`config.mk`:
```
export PLATFORM = sky130hd
export DESIGN_NAME = sapf_control
export DESIGN_NICKNAME = d
export VERILOG_FILES = /design/src/rtl/sapf_pkg.sv /design/src/rtl/sapf_control.sv
export SDC_FILE = /design/constraint.sdc
export NUM_CORES = 1
export LEC_CHECK = 0
export ABC_AREA = 1
export BUFFER_PORTS_ARGS = -buffer_cell sky130_fd_sc_hd__buf_2
export CORE_MARGIN = 2
export CORE_UTILIZATION = 35
export CTS_CLUSTER_SIZE = 28
export DETAILED_ROUTE_END_ITERATION = 8
export GPL_TIMING_DRIVEN = 0
export MAX_ROUTING_LAYER = met4
export PLACE_DENSITY_LB_ADDON = 0.2
export SYNTH_ARGS = -nofsm -noshare
export SYNTH_HDL_FRONTEND = slang
export SYNTH_SLANG_ARGS = --single-unit
```
`constraint.sdc`:
```
create_clock -name clock -period 2.71 [get_ports clock]
set_input_delay 0.4065 -clock clock [delete_from_list [all_inputs] [get_ports clock]]
set_output_delay 0.4065 -clock clock [all_outputs]
set_load 0.01 [all_outputs]
```
`src/rtl/sapf_pkg.sv`:
```
package sapf_pkg;

    // ==========================================================
    // Register map
    localparam logic [15:0] RESULT_ADDR = 16'hff08;
    localparam logic [15:0] RESULT_HI_ADDR = 16'hff09;
    localparam logic [15:0] MODE_ADDR = 16'hff28;
    localparam logic [15:0] CHAN_ADDR = 16'hff29;
    localparam logic [15:0] CMPMODE_ADDR = 16'hff2a;
    localparam logic [15:0] THRESH_ADDR = 16'hff2b;

    // ==========================================================
    // Field layout and reset values
    localparam int MODE_RUN_BIT = 7;
    localparam int MODE_TIME_LSB = 3;
    localparam int MODE_REF_BIT = 0;
    localparam logic [7:0] MODE_MASK = 8'hb9;
    localparam logic [7:0] CHAN_MASK = 8'h07;
    localparam int CMPMODE_EN_BIT = 7;
    localparam int CMPMODE_POL_BIT = 6;
    localparam logic [7:0] CMPMODE_MASK = 8'hc0;
    localparam logic [7:0] MODE_RESET = 8'h00;
    localparam logic [7:0] CHAN_RESET = 8'h00;
    localparam logic [7:0] CMPMODE_RESET = 8'h00;
    localparam logic [7:0] THRESH_RESET = 8'h00;
    localparam logic [9:0] RESULT_RESET = 10'h000;
    localparam int RES_BITS = 10;
    localparam int RES_SHIFT = 6;

    // ==========================================================
    // Conversion timing in main-clock periods
    localparam int PERIOD_000 = 288;
    localparam int PERIOD_001 = 240;
    localparam int PERIOD_010 = 192;
    localparam int PERIOD_100 = 144;
    localparam int PERIOD_101 = 120;
    localparam int PERIOD_110 = 96;
    localparam int TIME_UNITS = 24;
    localparam int SAMPLE_UNITS = TIME_UNITS - RES_BITS;
    localparam int UNIT_W = 4;

    // Unit length per time code, zero for a prohibited code
    function automatic logic [UNIT_W-1:0] unit_of(input logic [2:0] code);
        unique case (code)
            3'h0: unit_of = UNIT_W'(PERIOD_000 / TIME_UNITS);
            3'h1: unit_of = UNIT_W'(PERIOD_001 / TIME_UNITS);
            3'h2: unit_of = UNIT_W'(PERIOD_010 / TIME_UNITS);
            3'h4: unit_of = UNIT_W'(PERIOD_100 / TIME_UNITS);
            3'h5: unit_of = UNIT_W'(PERIOD_101 / TIME_UNITS);
            3'h6: unit_of = UNIT_W'(PERIOD_110 / TIME_UNITS);
            default: unit_of = '0;
        endcase
    endfunction

    // ==========================================================
    // Types
    typedef enum logic [1:0] {SEQ_IDLE, SEQ_SAMPLE, SEQ_TRIAL} sapf_state_e;

    typedef struct packed {
        logic we;
        logic word;
        logic [15:0] addr;
        logic [15:0] wdata;
    } sapf_req_s;

endpackage

```
`src/rtl/sapf_control.sv`:
```
`timescale 1ns/1ps
module sapf_control #(
    parameter int CHANNELS = 8
) (
    // Clock and reset
    input wire logic clock,
    input wire logic nrst,
    // CPU register access
    input wire logic cpu_req,
    input wire sapf_pkg::sapf_req_s cpu_cmd,
    output logic cpu_ack_q,
    output logic cpu_wait_q,
    output logic [15:0] cpu_rdata_q,
    // Analog front end
    input wire logic cmp_ge,
    output logic sample_q,
    output logic hold_q,
    output logic [2:0] channel_q,
    output logic [9:0] tap_q,
    output logic reference_enable_q,
    // Event
    output logic conversion_done_irq_q
);

    // ==========================================================
    // Elaboration checks
    if (CHANNELS != 8) begin : g_bad_channels
        $error("sapf_control serves exactly eight channels");
    end
    if (sapf_pkg::SAMPLE_UNITS < 1) begin : g_bad_units
        $error("sapf_control needs a positive sampling period");
    end

    // ==========================================================
    // Register state
    logic [7:0] mode_q;
    logic [7:0] cmpmode_q;
    logic [7:0] thresh_q;
    logic [9:0] result_q;
    logic pend_q;

    // ==========================================================
    // Bus decode
    logic take;
    logic hit_mode;
    logic hit_chan;
    logic hit_cmpmode;
    logic hit_thresh;
    logic hit_result;
    logic reg_wr;
    logic needs_wait;
    logic [7:0] mode_next;
    logic [7:0] chan_wdata;
    logic [15:0] rdata_d;

    assign take = cpu_req && !pend_q && !cpu_ack_q;
    assign hit_mode = cpu_cmd.addr == sapf_pkg::MODE_ADDR;
    assign hit_chan = (cpu_cmd.addr == sapf_pkg::CHAN_ADDR)
                      || (cpu_cmd.word && hit_mode);
    assign hit_cmpmode = cpu_cmd.addr == sapf_pkg::CMPMODE_ADDR;
    assign hit_thresh = (cpu_cmd.addr == sapf_pkg::THRESH_ADDR) && !cpu_cmd.word;
    assign hit_result = (cpu_cmd.addr == sapf_pkg::RESULT_ADDR) && cpu_cmd.word;
    assign reg_wr = take && cpu_cmd.we && (hit_mode || hit_chan || hit_cmpmode || hit_thresh);
    assign needs_wait = cpu_cmd.we ? reg_wr : hit_result;
    assign chan_wdata = (cpu_cmd.word && hit_mode) ? cpu_cmd.wdata[15:8] : cpu_cmd.wdata[7:0];
    assign mode_next = (take && cpu_cmd.we && hit_mode)
                       ? (cpu_cmd.wdata[7:0] & sapf_pkg::MODE_MASK) : mode_q;

    always_comb
    begin
        rdata_d = 16'h0000;
        if (hit_result)
        begin
            rdata_d = {result_q, 6'h00};
        end
        else if (cpu_cmd.word && hit_mode)
        begin
            rdata_d = {5'h00, channel_q, mode_q};
        end
        else if (cpu_cmd.word && hit_cmpmode)
        begin
            rdata_d = {thresh_q, cmpmode_q};
        end
        else if (hit_mode)
        begin
            rdata_d = {8'h00, mode_q};
        end
        else if (hit_chan)
        begin
            rdata_d = {13'h0000, channel_q};
        end
        else if (hit_cmpmode)
        begin
            rdata_d = {8'h00, cmpmode_q};
        end
        else if (cpu_cmd.addr == sapf_pkg::THRESH_ADDR)
        begin
            rdata_d = {8'h00, thresh_q};
        end
    end

    // ==========================================================
    // Bus handshake with optional wait cycle
    always_ff @(posedge clock or negedge nrst)
    begin
        if (!nrst)
        begin
            pend_q <= 1'b0;
            cpu_wait_q <= 1'b0;
            cpu_ack_q <= 1'b0;
            cpu_rdata_q <= 16'h0000;
        end
        else
        begin
            cpu_ack_q <= 1'b0;
            if (pend_q)
            begin
                pend_q <= 1'b0;
                cpu_wait_q <= 1'b0;
                cpu_ack_q <= 1'b1;
            end
            else if (take)
            begin
                cpu_rdata_q <= cpu_cmd.we ? 16'h0000 : rdata_d;
                pend_q <= needs_wait;
                cpu_wait_q <= needs_wait;
                cpu_ack_q <= !needs_wait;
            end
        end
    end

    // ==========================================================
    // Software registers
    always_ff @(posedge clock or negedge nrst)
    begin
        if (!nrst)
        begin
            mode_q <= sapf_pkg::MODE_RESET;
            channel_q <= sapf_pkg::CHAN_RESET[2:0];
            cmpmode_q <= sapf_pkg::CMPMODE_RESET;
            thresh_q <= sapf_pkg::THRESH_RESET;
            reference_enable_q <= 1'b0;
        end
        else if (take && cpu_cmd.we)
        begin
            mode_q <= mode_next;
            reference_enable_q <= mode_next[sapf_pkg::MODE_REF_BIT];
            if (hit_chan)
            begin
                channel_q <= chan_wdata[2:0] & sapf_pkg::CHAN_MASK[2:0];
            end
            if (hit_cmpmode)
            begin
                cmpmode_q <= cpu_cmd.wdata[7:0] & sapf_pkg::CMPMODE_MASK;
            end
            if (hit_thresh)
            begin
                thresh_q <= cpu_cmd.wdata[7:0];
            end
        end
    end

    // ==========================================================
    // Sequencer
    sapf_pkg::sapf_state_e state_q;
    logic [sapf_pkg::UNIT_W-1:0] unit_len_q;
    logic [sapf_pkg::UNIT_W-1:0] unit_cnt_q;
    logic [4:0] seg_cnt_q;
    logic [3:0] bit_idx_q;
    logic [9:0] approx_q;
    logic [sapf_pkg::UNIT_W-1:0] unit_next;
    logic start_conv;
    logic tick;
    logic sample_end;
    logic trial_end;
    logic conv_end;

    assign unit_next = sapf_pkg::unit_of(mode_next[sapf_pkg::MODE_TIME_LSB +: 3]);
    assign start_conv = reg_wr && mode_next[sapf_pkg::MODE_RUN_BIT] && (unit_next != '0);
    assign tick = unit_cnt_q == '0;
    assign sample_end = (state_q == sapf_pkg::SEQ_SAMPLE) && tick && (seg_cnt_q == 5'h00);
    assign trial_end = (state_q == sapf_pkg::SEQ_TRIAL) && tick;
    assign conv_end = trial_end && (bit_idx_q == 4'h0) && !reg_wr;

    always_ff @(posedge clock or negedge nrst)
    begin
        if (!nrst)
        begin
            state_q <= sapf_pkg::SEQ_IDLE;
            unit_len_q <= '0;
            unit_cnt_q <= '0;
            seg_cnt_q <= 5'h00;
            bit_idx_q <= 4'h0;
            sample_q <= 1'b0;
            hold_q <= 1'b0;
        end
        else if (reg_wr)
        begin
            // Any register write aborts; restart from sampling if run stays set and the time code is not prohibited
            state_q <= start_conv ? sapf_pkg::SEQ_SAMPLE : sapf_pkg::SEQ_IDLE;
            unit_len_q <= unit_next;
            unit_cnt_q <= unit_next - sapf_pkg::UNIT_W'(1);
            seg_cnt_q <= 5'(sapf_pkg::SAMPLE_UNITS - 1);
            sample_q <= start_conv;
            hold_q <= 1'b0;
        end
        else
        begin
            unit_cnt_q <= tick ? unit_len_q - sapf_pkg::UNIT_W'(1)
                               : unit_cnt_q - sapf_pkg::UNIT_W'(1);
            unique case (state_q)
                sapf_pkg::SEQ_IDLE:
                begin
                    unit_cnt_q <= '0;
                end
                sapf_pkg::SEQ_SAMPLE:
                begin
                    if (sample_end)
                    begin
                        state_q <= sapf_pkg::SEQ_TRIAL;
                        bit_idx_q <= 4'(sapf_pkg::RES_BITS - 1);
                        sample_q <= 1'b0;
                        hold_q <= 1'b1;
                    end
                    else if (tick)
                    begin
                        seg_cnt_q <= seg_cnt_q - 5'h01;
                    end
                end
                sapf_pkg::SEQ_TRIAL:
                begin
                    if (trial_end && bit_idx_q == 4'h0)
                    begin
                        // Next conversion follows at once
                        state_q <= sapf_pkg::SEQ_SAMPLE;
                        seg_cnt_q <= 5'(sapf_pkg::SAMPLE_UNITS - 1);
                        sample_q <= 1'b1;
                        hold_q <= 1'b0;
                    end
                    else if (trial_end)
                    begin
                        bit_idx_q <= bit_idx_q - 4'h1;
                    end
                end
            endcase
        end
    end

    // ==========================================================
    // Approximation, result and interrupt
    logic [9:0] decided;
    logic [9:0] trial_bit;
    logic [7:0] res_hi;
    logic meets;

    assign trial_bit = 10'h001 << bit_idx_q;
    assign decided = cmp_ge ? approx_q : (approx_q & ~trial_bit);
    assign res_hi = decided[9:2];
    assign meets = cmpmode_q[sapf_pkg::CMPMODE_POL_BIT] ? (res_hi < thresh_q)
                                                       : (res_hi >= thresh_q);

    always_ff @(posedge clock or negedge nrst)
    begin
        if (!nrst)
        begin
            approx_q <= 10'h000;
            tap_q <= 10'h000;
            result_q <= sapf_pkg::RESULT_RESET;
            conversion_done_irq_q <= 1'b0;
        end
        else
        begin
            conversion_done_irq_q <= 1'b0;
            if (sample_end && !reg_wr)
            begin
                approx_q <= 10'h200;
                tap_q <= 10'h200;
            end
            else if (conv_end)
            begin
                result_q <= decided;
                approx_q <= 10'h000;
                tap_q <= 10'h000;
                conversion_done_irq_q <= !cmpmode_q[sapf_pkg::CMPMODE_EN_BIT] || meets;
            end
            else if (trial_end && !reg_wr)
            begin
                approx_q <= decided | (trial_bit >> 1);
                tap_q <= decided | (trial_bit >> 1);
            end
        end
    end

endmodule // sapf_control

```
=== Yosys cells after proc, flatten, opt, wreduce, memory -nomap -nowiden ===
Cells that the tools add are included.
Widths: inputs -> output; s select.

* Flip-flop bits (word level): 80
* Latch bits: 0
* Bits in writable memories: 0
* ROM bits: 0
* Bits of input ports: 38
* Output and inout port bits: 35
* Logic and storage cells: 149
* Memories kept: 0

* Add/sub/neg operators: 5
* $mul: 0
* Div/mod/pow operators: 0
* Magnitude comparators: 2
* Equality and inequality tests: 19
* Shift-type cells: 1
* Multiplexer cells: 50
* Bitwise gates (word level): 6
* Reductions and logical operators: 47

{| class="wikitable"
|+ Operators with widths
! cell !! number
|-
| $eq 16x16->1 const B || 5
|-
| $mux 16 || 4
|-
| $mux 10 || 4
|-
| $mux 8 || 5
|-
| $mux 4 || 6
|-
| $pmux 4 s6 || 1
|-
| $mux 5 || 4
|-
| $logic_and 1x1->1 || 18
|-
| $mux 1 || 17
|-
| $sub 4x1->4 const B || 4
|-
| $and 10x10->10 || 1
|-
| $not 10->10 || 1
|-
| $or 10x9->10 || 1
|-
| $pmux 5 s2 || 1
|-
| $reduce_and 2->1 || 5
|-
| $shl 1x4->10 const A || 1
|-
| $eq 3x3->1 const B || 3
|-
| $ne 3x3->1 const B || 3
|-
| $ge 8x8->1 || 1
|-
| $logic_not 4->1 || 2
|-
| $lt 8x8->1 || 1
|-
| $pmux 4 s2 || 1
|-
| $logic_not 1->1 || 6
|-
| $mux 2 || 3
|-
| 21 further kinds || 32
|}

=== Longest topological paths before layout ===
* Word-level depth: 12
* Depth in mapped cells: 15
* Gate-level depth less buffers: 15

=== Worst setup path before layout ===
OpenSTA, ideal clock, no wires.

* Kind: reg-to-reg
* Start point: register bit_idx_q[0]
* End point: register conversion_done_irq_q
* Arrival: 2.016 ns
* Required time: 2.583 ns
* Setup slack: 0.567 ns
* Stages on the path, launching flop included: 15
* Buffers on the path: 0
* Cell sequence: dfrtp_1 inv_1 ha_1 inv_1 nor3_1 inv_1 o21ai_0 inv_1 ha_1 nand2_1 nor2_1 a211oi_1 nand3_1 nand2_1 a31oi_1

* Word-level cells in the longest chain between the ends: 9

{| class="wikitable"
|+ RTL lines
! item !! RTL line !! text
|-
| start: declaration || sapf_control.sv:169 || <nowiki>logic [3:0] bit_idx_q;</nowiki>
|-
| start signal: assignment || sapf_control.sv:221 || <nowiki>bit_idx_q <= 4'(sapf_pkg::RES_BITS - 1);</nowiki>
|-
| start signal: assignment || sapf_control.sv:242 || <nowiki>bit_idx_q <= bit_idx_q - 4'h1;</nowiki>
|-
| $shl 1x4->10 (*) || sapf_control.sv:256 || <nowiki>assign trial_bit = 10'h001 << bit_idx_q;</nowiki>
|-
| $not 10->10 (*) || sapf_control.sv:257 || <nowiki>assign decided = cmp_ge ? approx_q : (approx_q & ~trial_bit);</nowiki>
|-
| $and 10x10->10 (*) || sapf_control.sv:257 ||
|-
| $mux 10 (*) || sapf_control.sv:257 ||
|-
| via decided[8] || sapf_control.sv:251 || <nowiki>logic [9:0] decided;</nowiki>
|-
| $ge 8x8->1 or $lt 8x8->1 (tied branches) || sapf_control.sv:260, sapf_control.sv:259 ||
|-
| $mux 1 (*) || sapf_control.sv:259 || <nowiki>assign meets = cmpmode_q[sapf_pkg::CMPMODE_POL_BIT] ? (res_hi < thresh_q)</nowiki>
|-
| $logic_or 1x1->1 (*) || sapf_control.sv:284 || <nowiki>conversion_done_irq_q <= !cmpmode_q[sapf_pkg::CMPMODE_EN_BIT] || meets;</nowiki>
|-
| $mux 1 (*) || sapf_control.sv:279 || <nowiki>else if (conv_end)</nowiki>
|-
| $mux 1 (*) || sapf_control.sv:274 || <nowiki>if (sample_end && !reg_wr)</nowiki>
|-
| end signal: assignment || sapf_control.sv:284 ||
|-
| end: declaration || sapf_control.sv:22 || <nowiki>output logic conversion_done_irq_q</nowiki>
|}

Mark *: on every way through the listed nets, which the timed path passes. The rest lies on a longest branch.
A chain may end at the register's enable or synchronous reset.

=== Worst setup path after layout ===
Same ends and word-level chain as after synthesis.

==> flow_metrics.env <==
export IMPL_sequential_cell_fraction_of_total_power_pct=48.2
export IMPL_rsz0062_at_grt="false"
export IMPL_clock_power_share_pct=47.0
export IMPL_ctsHoldBuffers=0
export IMPL_power_frac_comb_pct=4.8
export IMPL_drv_slew=0
export IMPL_timing_critical_path_buf_inv=2
export IMPL_swShare_pct=22.6
export IMPL_final_setup_skew_ns=0.00697
export IMPL_synth_area_per_cell_um2=7.82
export IMPL_place_congestion=0.808
export IMPL_ys_flop_type="sky130_fd_sc_hd__dfrtp_1"
export IMPL_buffer_ports_inserted=66
export IMPL_total_setup_buffers_inserted_after_cts=0
export IMPL_routed_wirelength_um=11200
export IMPL_highest_net_fanout_along_the_worst_path=5
export IMPL_slew_headroom_pct=64.5
export IMPL_numClockSinks=77
export IMPL_critPathRequiredTime_ns=2.95
export IMPL_power_switching_uw=542
export IMPL_drive_gt1_share_pct=21.3
export IMPL_finalCriticalPeriod_ns=2.42
export IMPL_report_final_setup_viol=0
export IMPL_grt_pass1_vias=3943
export IMPL_cellPowerDensity_nw_per_um2=446
export IMPL_yosysWarningCount=0
export IMPL_leakagePower_uw=0.00263
export IMPL_synth_cell_area_um2=4530
export IMPL_data_arrival_critical_path_ns=2.66
export IMPL_core_region_area_um2=12600
export IMPL_area_growth_syn_to_layout_pct=18.7
export IMPL_synth_top_area_cell="sky130_fd_sc_hd__dfrtp_1"
export IMPL_final_nets=711
export IMPL_hold_violations=0
export IMPL_cts_buffers_inserted=9
export IMPL_timing_worst_slew_pin_value_ns=0.528
export IMPL_final_seq_area_um2=1930
export IMPL_post_dp_hpwl_um=8790
export IMPL_h_tree_depth=3
export IMPL_antenna_found_initial=0
export IMPL_cap_viol_max_count=0
export IMPL_cp_slowest_cell="sky130_fd_sc_hd__dfrtp_1"
export IMPL_worstSetupEndpointType="flip-flop"
export IMPL_netlist_top_cells_area="sky130_fd_sc_hd__dfrtp_1, sky130_fd_sc_hd__nand2_1, sky130_fd_sc_hd__o21ai_0"
export IMPL_yosysSeqAreaShare_pct=42.6
export IMPL_num_rows=41
export IMPL_number_of_vias_in_the_routed_layout=4053
export IMPL_drt_wirelength_per_cell_um=13.5
export IMPL_die_y_um=118
export IMPL_drcViolationCount=0
export IMPL_place_ws_ns=0.191
export IMPL_worst_setup_path_start_kind="flip-flop"
export IMPL_globalRouteOverflowTotal=0
export IMPL_clockBufferDepth=2
export IMPL_outcome="completed"
export IMPL_ant_nets=0
export IMPL_multi_input_comb_area_um2=2200
export IMPL_fin_tns_setup_ns=0
export IMPL_ys_ff_latch=77
export IMPL_fillCellCount=1307
export IMPL_boundaryPins=73
export IMPL_critPathMaxStageDelay_ns=0.42
export IMPL_grt_pass1_wl_um=19300
export IMPL_postSynthCellCount=579
export IMPL_register_clock_pin_slew_on_the_reported_worst_setup_and_hold_paths_ns=0.06
export IMPL_synth_edf_count=0
export IMPL_yosysUniqueCellTypes=39
export IMPL_drt_pass1_iter_count=5
export IMPL_post_drt_via_cell_ratio=4.87
export IMPL_power_ir_vdd_worst_v=0.000353
export IMPL_gr_usage_all_layers_pct=17.7
export IMPL_post_route_worst_setup_slack_ns=0.289
export IMPL_post_synth_top_area_fraction_pct=42.6
export IMPL_clk_latency_ns=0.34
export IMPL_floorplan_initialDensity_pct=35.9
export IMPL_cts_tree="done"
export IMPL_insertedDiodeCount=0
export IMPL_design_die_area_um2=13900
export IMPL_async_reset_ff_share_pct=100
export IMPL_worstPathCellList="inv_1 -> ha_1 -> nand3_1 -> o21ai_0 -> inv_1 -> ha_1 -> a21oi_1 -> nor2_1 -> a211oi_1 -> nand3_1 -> a31oi_1"
export IMPL_clockRootBuffer="sky130_fd_sc_hd__clkbuf_16"
export IMPL_synth_net_count=633
export IMPL_min_delay_path_class="input port to asynchronous set/reset pin"
export IMPL_timing_setup_critical_path_class="flip-flop to flip-flop"
export IMPL_fp_dieW_um=118
export IMPL_final_period_utilization_pct=89.3
export IMPL_grt_max_degree=41
export IMPL_drt_iter0_drc=244
export IMPL_cts_repair_resized=0
export IMPL_max_freq_mhz=413
export IMPL_cellInternalPower_uw=1850
export IMPL_critPathTopFamily="compound AO/OA/AOI/OAI gates"
[worst reg2reg max path, cell delays in order, from the launching register on]
cell and delay, ns:
sky130_fd_sc_hd__dfrtp_1 0.42, sky130_fd_sc_hd__inv_1 0.14, sky130_fd_sc_hd__ha_1 0.18, sky130_fd_sc_hd__nand3_1 0.12, sky130_fd_sc_hd__o21ai_0 0.40, sky130_fd_sc_hd__inv_1 0.10
sky130_fd_sc_hd__ha_1 0.20, sky130_fd_sc_hd__a21oi_1 0.14, sky130_fd_sc_hd__nor2_1 0.06, sky130_fd_sc_hd__a211oi_1 0.24, sky130_fd_sc_hd__nand3_1 0.10, sky130_fd_sc_hd__a31oi_1 0.23
[kinds of logic after synthesis]
logic type | share of synthesized area, %
and+or+nand+nor | 28.7
AOI/OAI and AO/OA | 14.8
buffers and inverters | 8.79
DFF | 42.6
adders and majority gates | 4.42
xor gates and xnor gates | 0.774
[final timing paths]
path	cells after the start	to	slack, ns	startpoint
min in group clock	2	cpu_rdata_q[3]$_DFFE_PN0P_	0.34	cpu_cmd[33]
setup / recovery	11	conversion_done_irq_q$_DFF_PN0_	0.29	bit_idx_q[0]$_DFFE_PN0P_
hold reg to reg	2	cpu_rdata_q[0]$_DFFE_PN0P_	0.47	cpu_rdata_q[0]$_DFFE_PN0P_
setup reg to reg	11	conversion_done_irq_q$_DFF_PN0_	0.29	bit_idx_q[0]$_DFFE_PN0P_
hold / removal	1	cpu_ack_q$_DFF_PN0_	0.04	nrst
max in group asynchronous	2	cpu_rdata_q[14]$_DFFE_PN0P_	2.07	nrst
[cells in the final DEF, fill, tap and decap left out, drive strengths merged, types with 2 or more instances in the layout]
cell / instances
o21a: 2
nor2: 49
nand4: 14
a22o: 5
a31oi: 6
a21oi: 12
dfrtp: 77
nand3: 33
inv: 88
o2111ai: 2
xor2: 3
ha: 16
o21ai: 79
nor3: 11
nand2: 158
clkinv: 2
clkbuf: 17
buf: 74
o22ai: 2
o211ai: 4
[area by class of cell]
cell class,count,area share (%)
Clock buffer,12,4.77
Clock inverter,3,0.396
Inverter,88,6.19
Multi-Input combinational cell,402,41.0
Timing Repair Buffer,67,6.57
Tap cell,172,4.01
Sequential cell,77,35.9
Buffer,12,1.21
[synth_stat cells (5+ instances only)]
master                       n
sky130_fd_sc_hd__nand2_1   142
sky130_fd_sc_hd__inv_1      78
sky130_fd_sc_hd__dfrtp_1    77
sky130_fd_sc_hd__o21ai_0    61
sky130_fd_sc_hd__nor2_1     35
sky130_fd_sc_hd__nand3_1    30
sky130_fd_sc_hd__ha_1       16
sky130_fd_sc_hd__nand4_1    14
sky130_fd_sc_hd__nand2_2    13
sky130_fd_sc_hd__a21oi_1    12
sky130_fd_sc_hd__nor3_1     10
sky130_fd_sc_hd__inv_2       9
sky130_fd_sc_hd__nor2_4      9
sky130_fd_sc_hd__o21ai_1     9
sky130_fd_sc_hd__o21ai_2     9
sky130_fd_sc_hd__a31oi_1     6
sky130_fd_sc_hd__a22o_1      5
sky130_fd_sc_hd__clkbuf_1    5
[state kept, by name (all words and copies together) (netlist names), 4 cells and up]
register,count
approx_q,10
bit_idx_q,4
cpu_rdata_q,16
mode_q,5
result_q,10
seg_cnt_q,5
thresh_q,8
unit_cnt_q,4
unit_len_q,4
[per-stage QoR]
step	std cells	hold WS (ns)	util (%)	cell area (um2)	total power (uW)
floorplan	579	0.111	-	4530	1220
global placement	817	0.461	40.2	5070	1290
detailed placement	818	0.417	40.4	5090	1290
CTS	833	0.0547	42.6	5370	2430
global route	833	0.0800	42.6	5370	2490
finish	833	0.0423	42.6	5370	2390
[power by group through the flow]
stage                     clock [uW]  combinational, uW  sequential [uW]
after detailed placement           0                118             1170
after global placement             0                112             1170
after global routing            1210                133             1150
final                           1130                115             1150
after CTS                       1160                119             1150
after floorplan                    0               47.6             1180
[routing by layer]
layer	routed length (um)	track usage [%]
met4	321	6.40
met5	0	-
met3	509	4.02
met1	5320	22.7
met2	5090	27.6
Note: power is estimated with default switching activity, not from simulation.
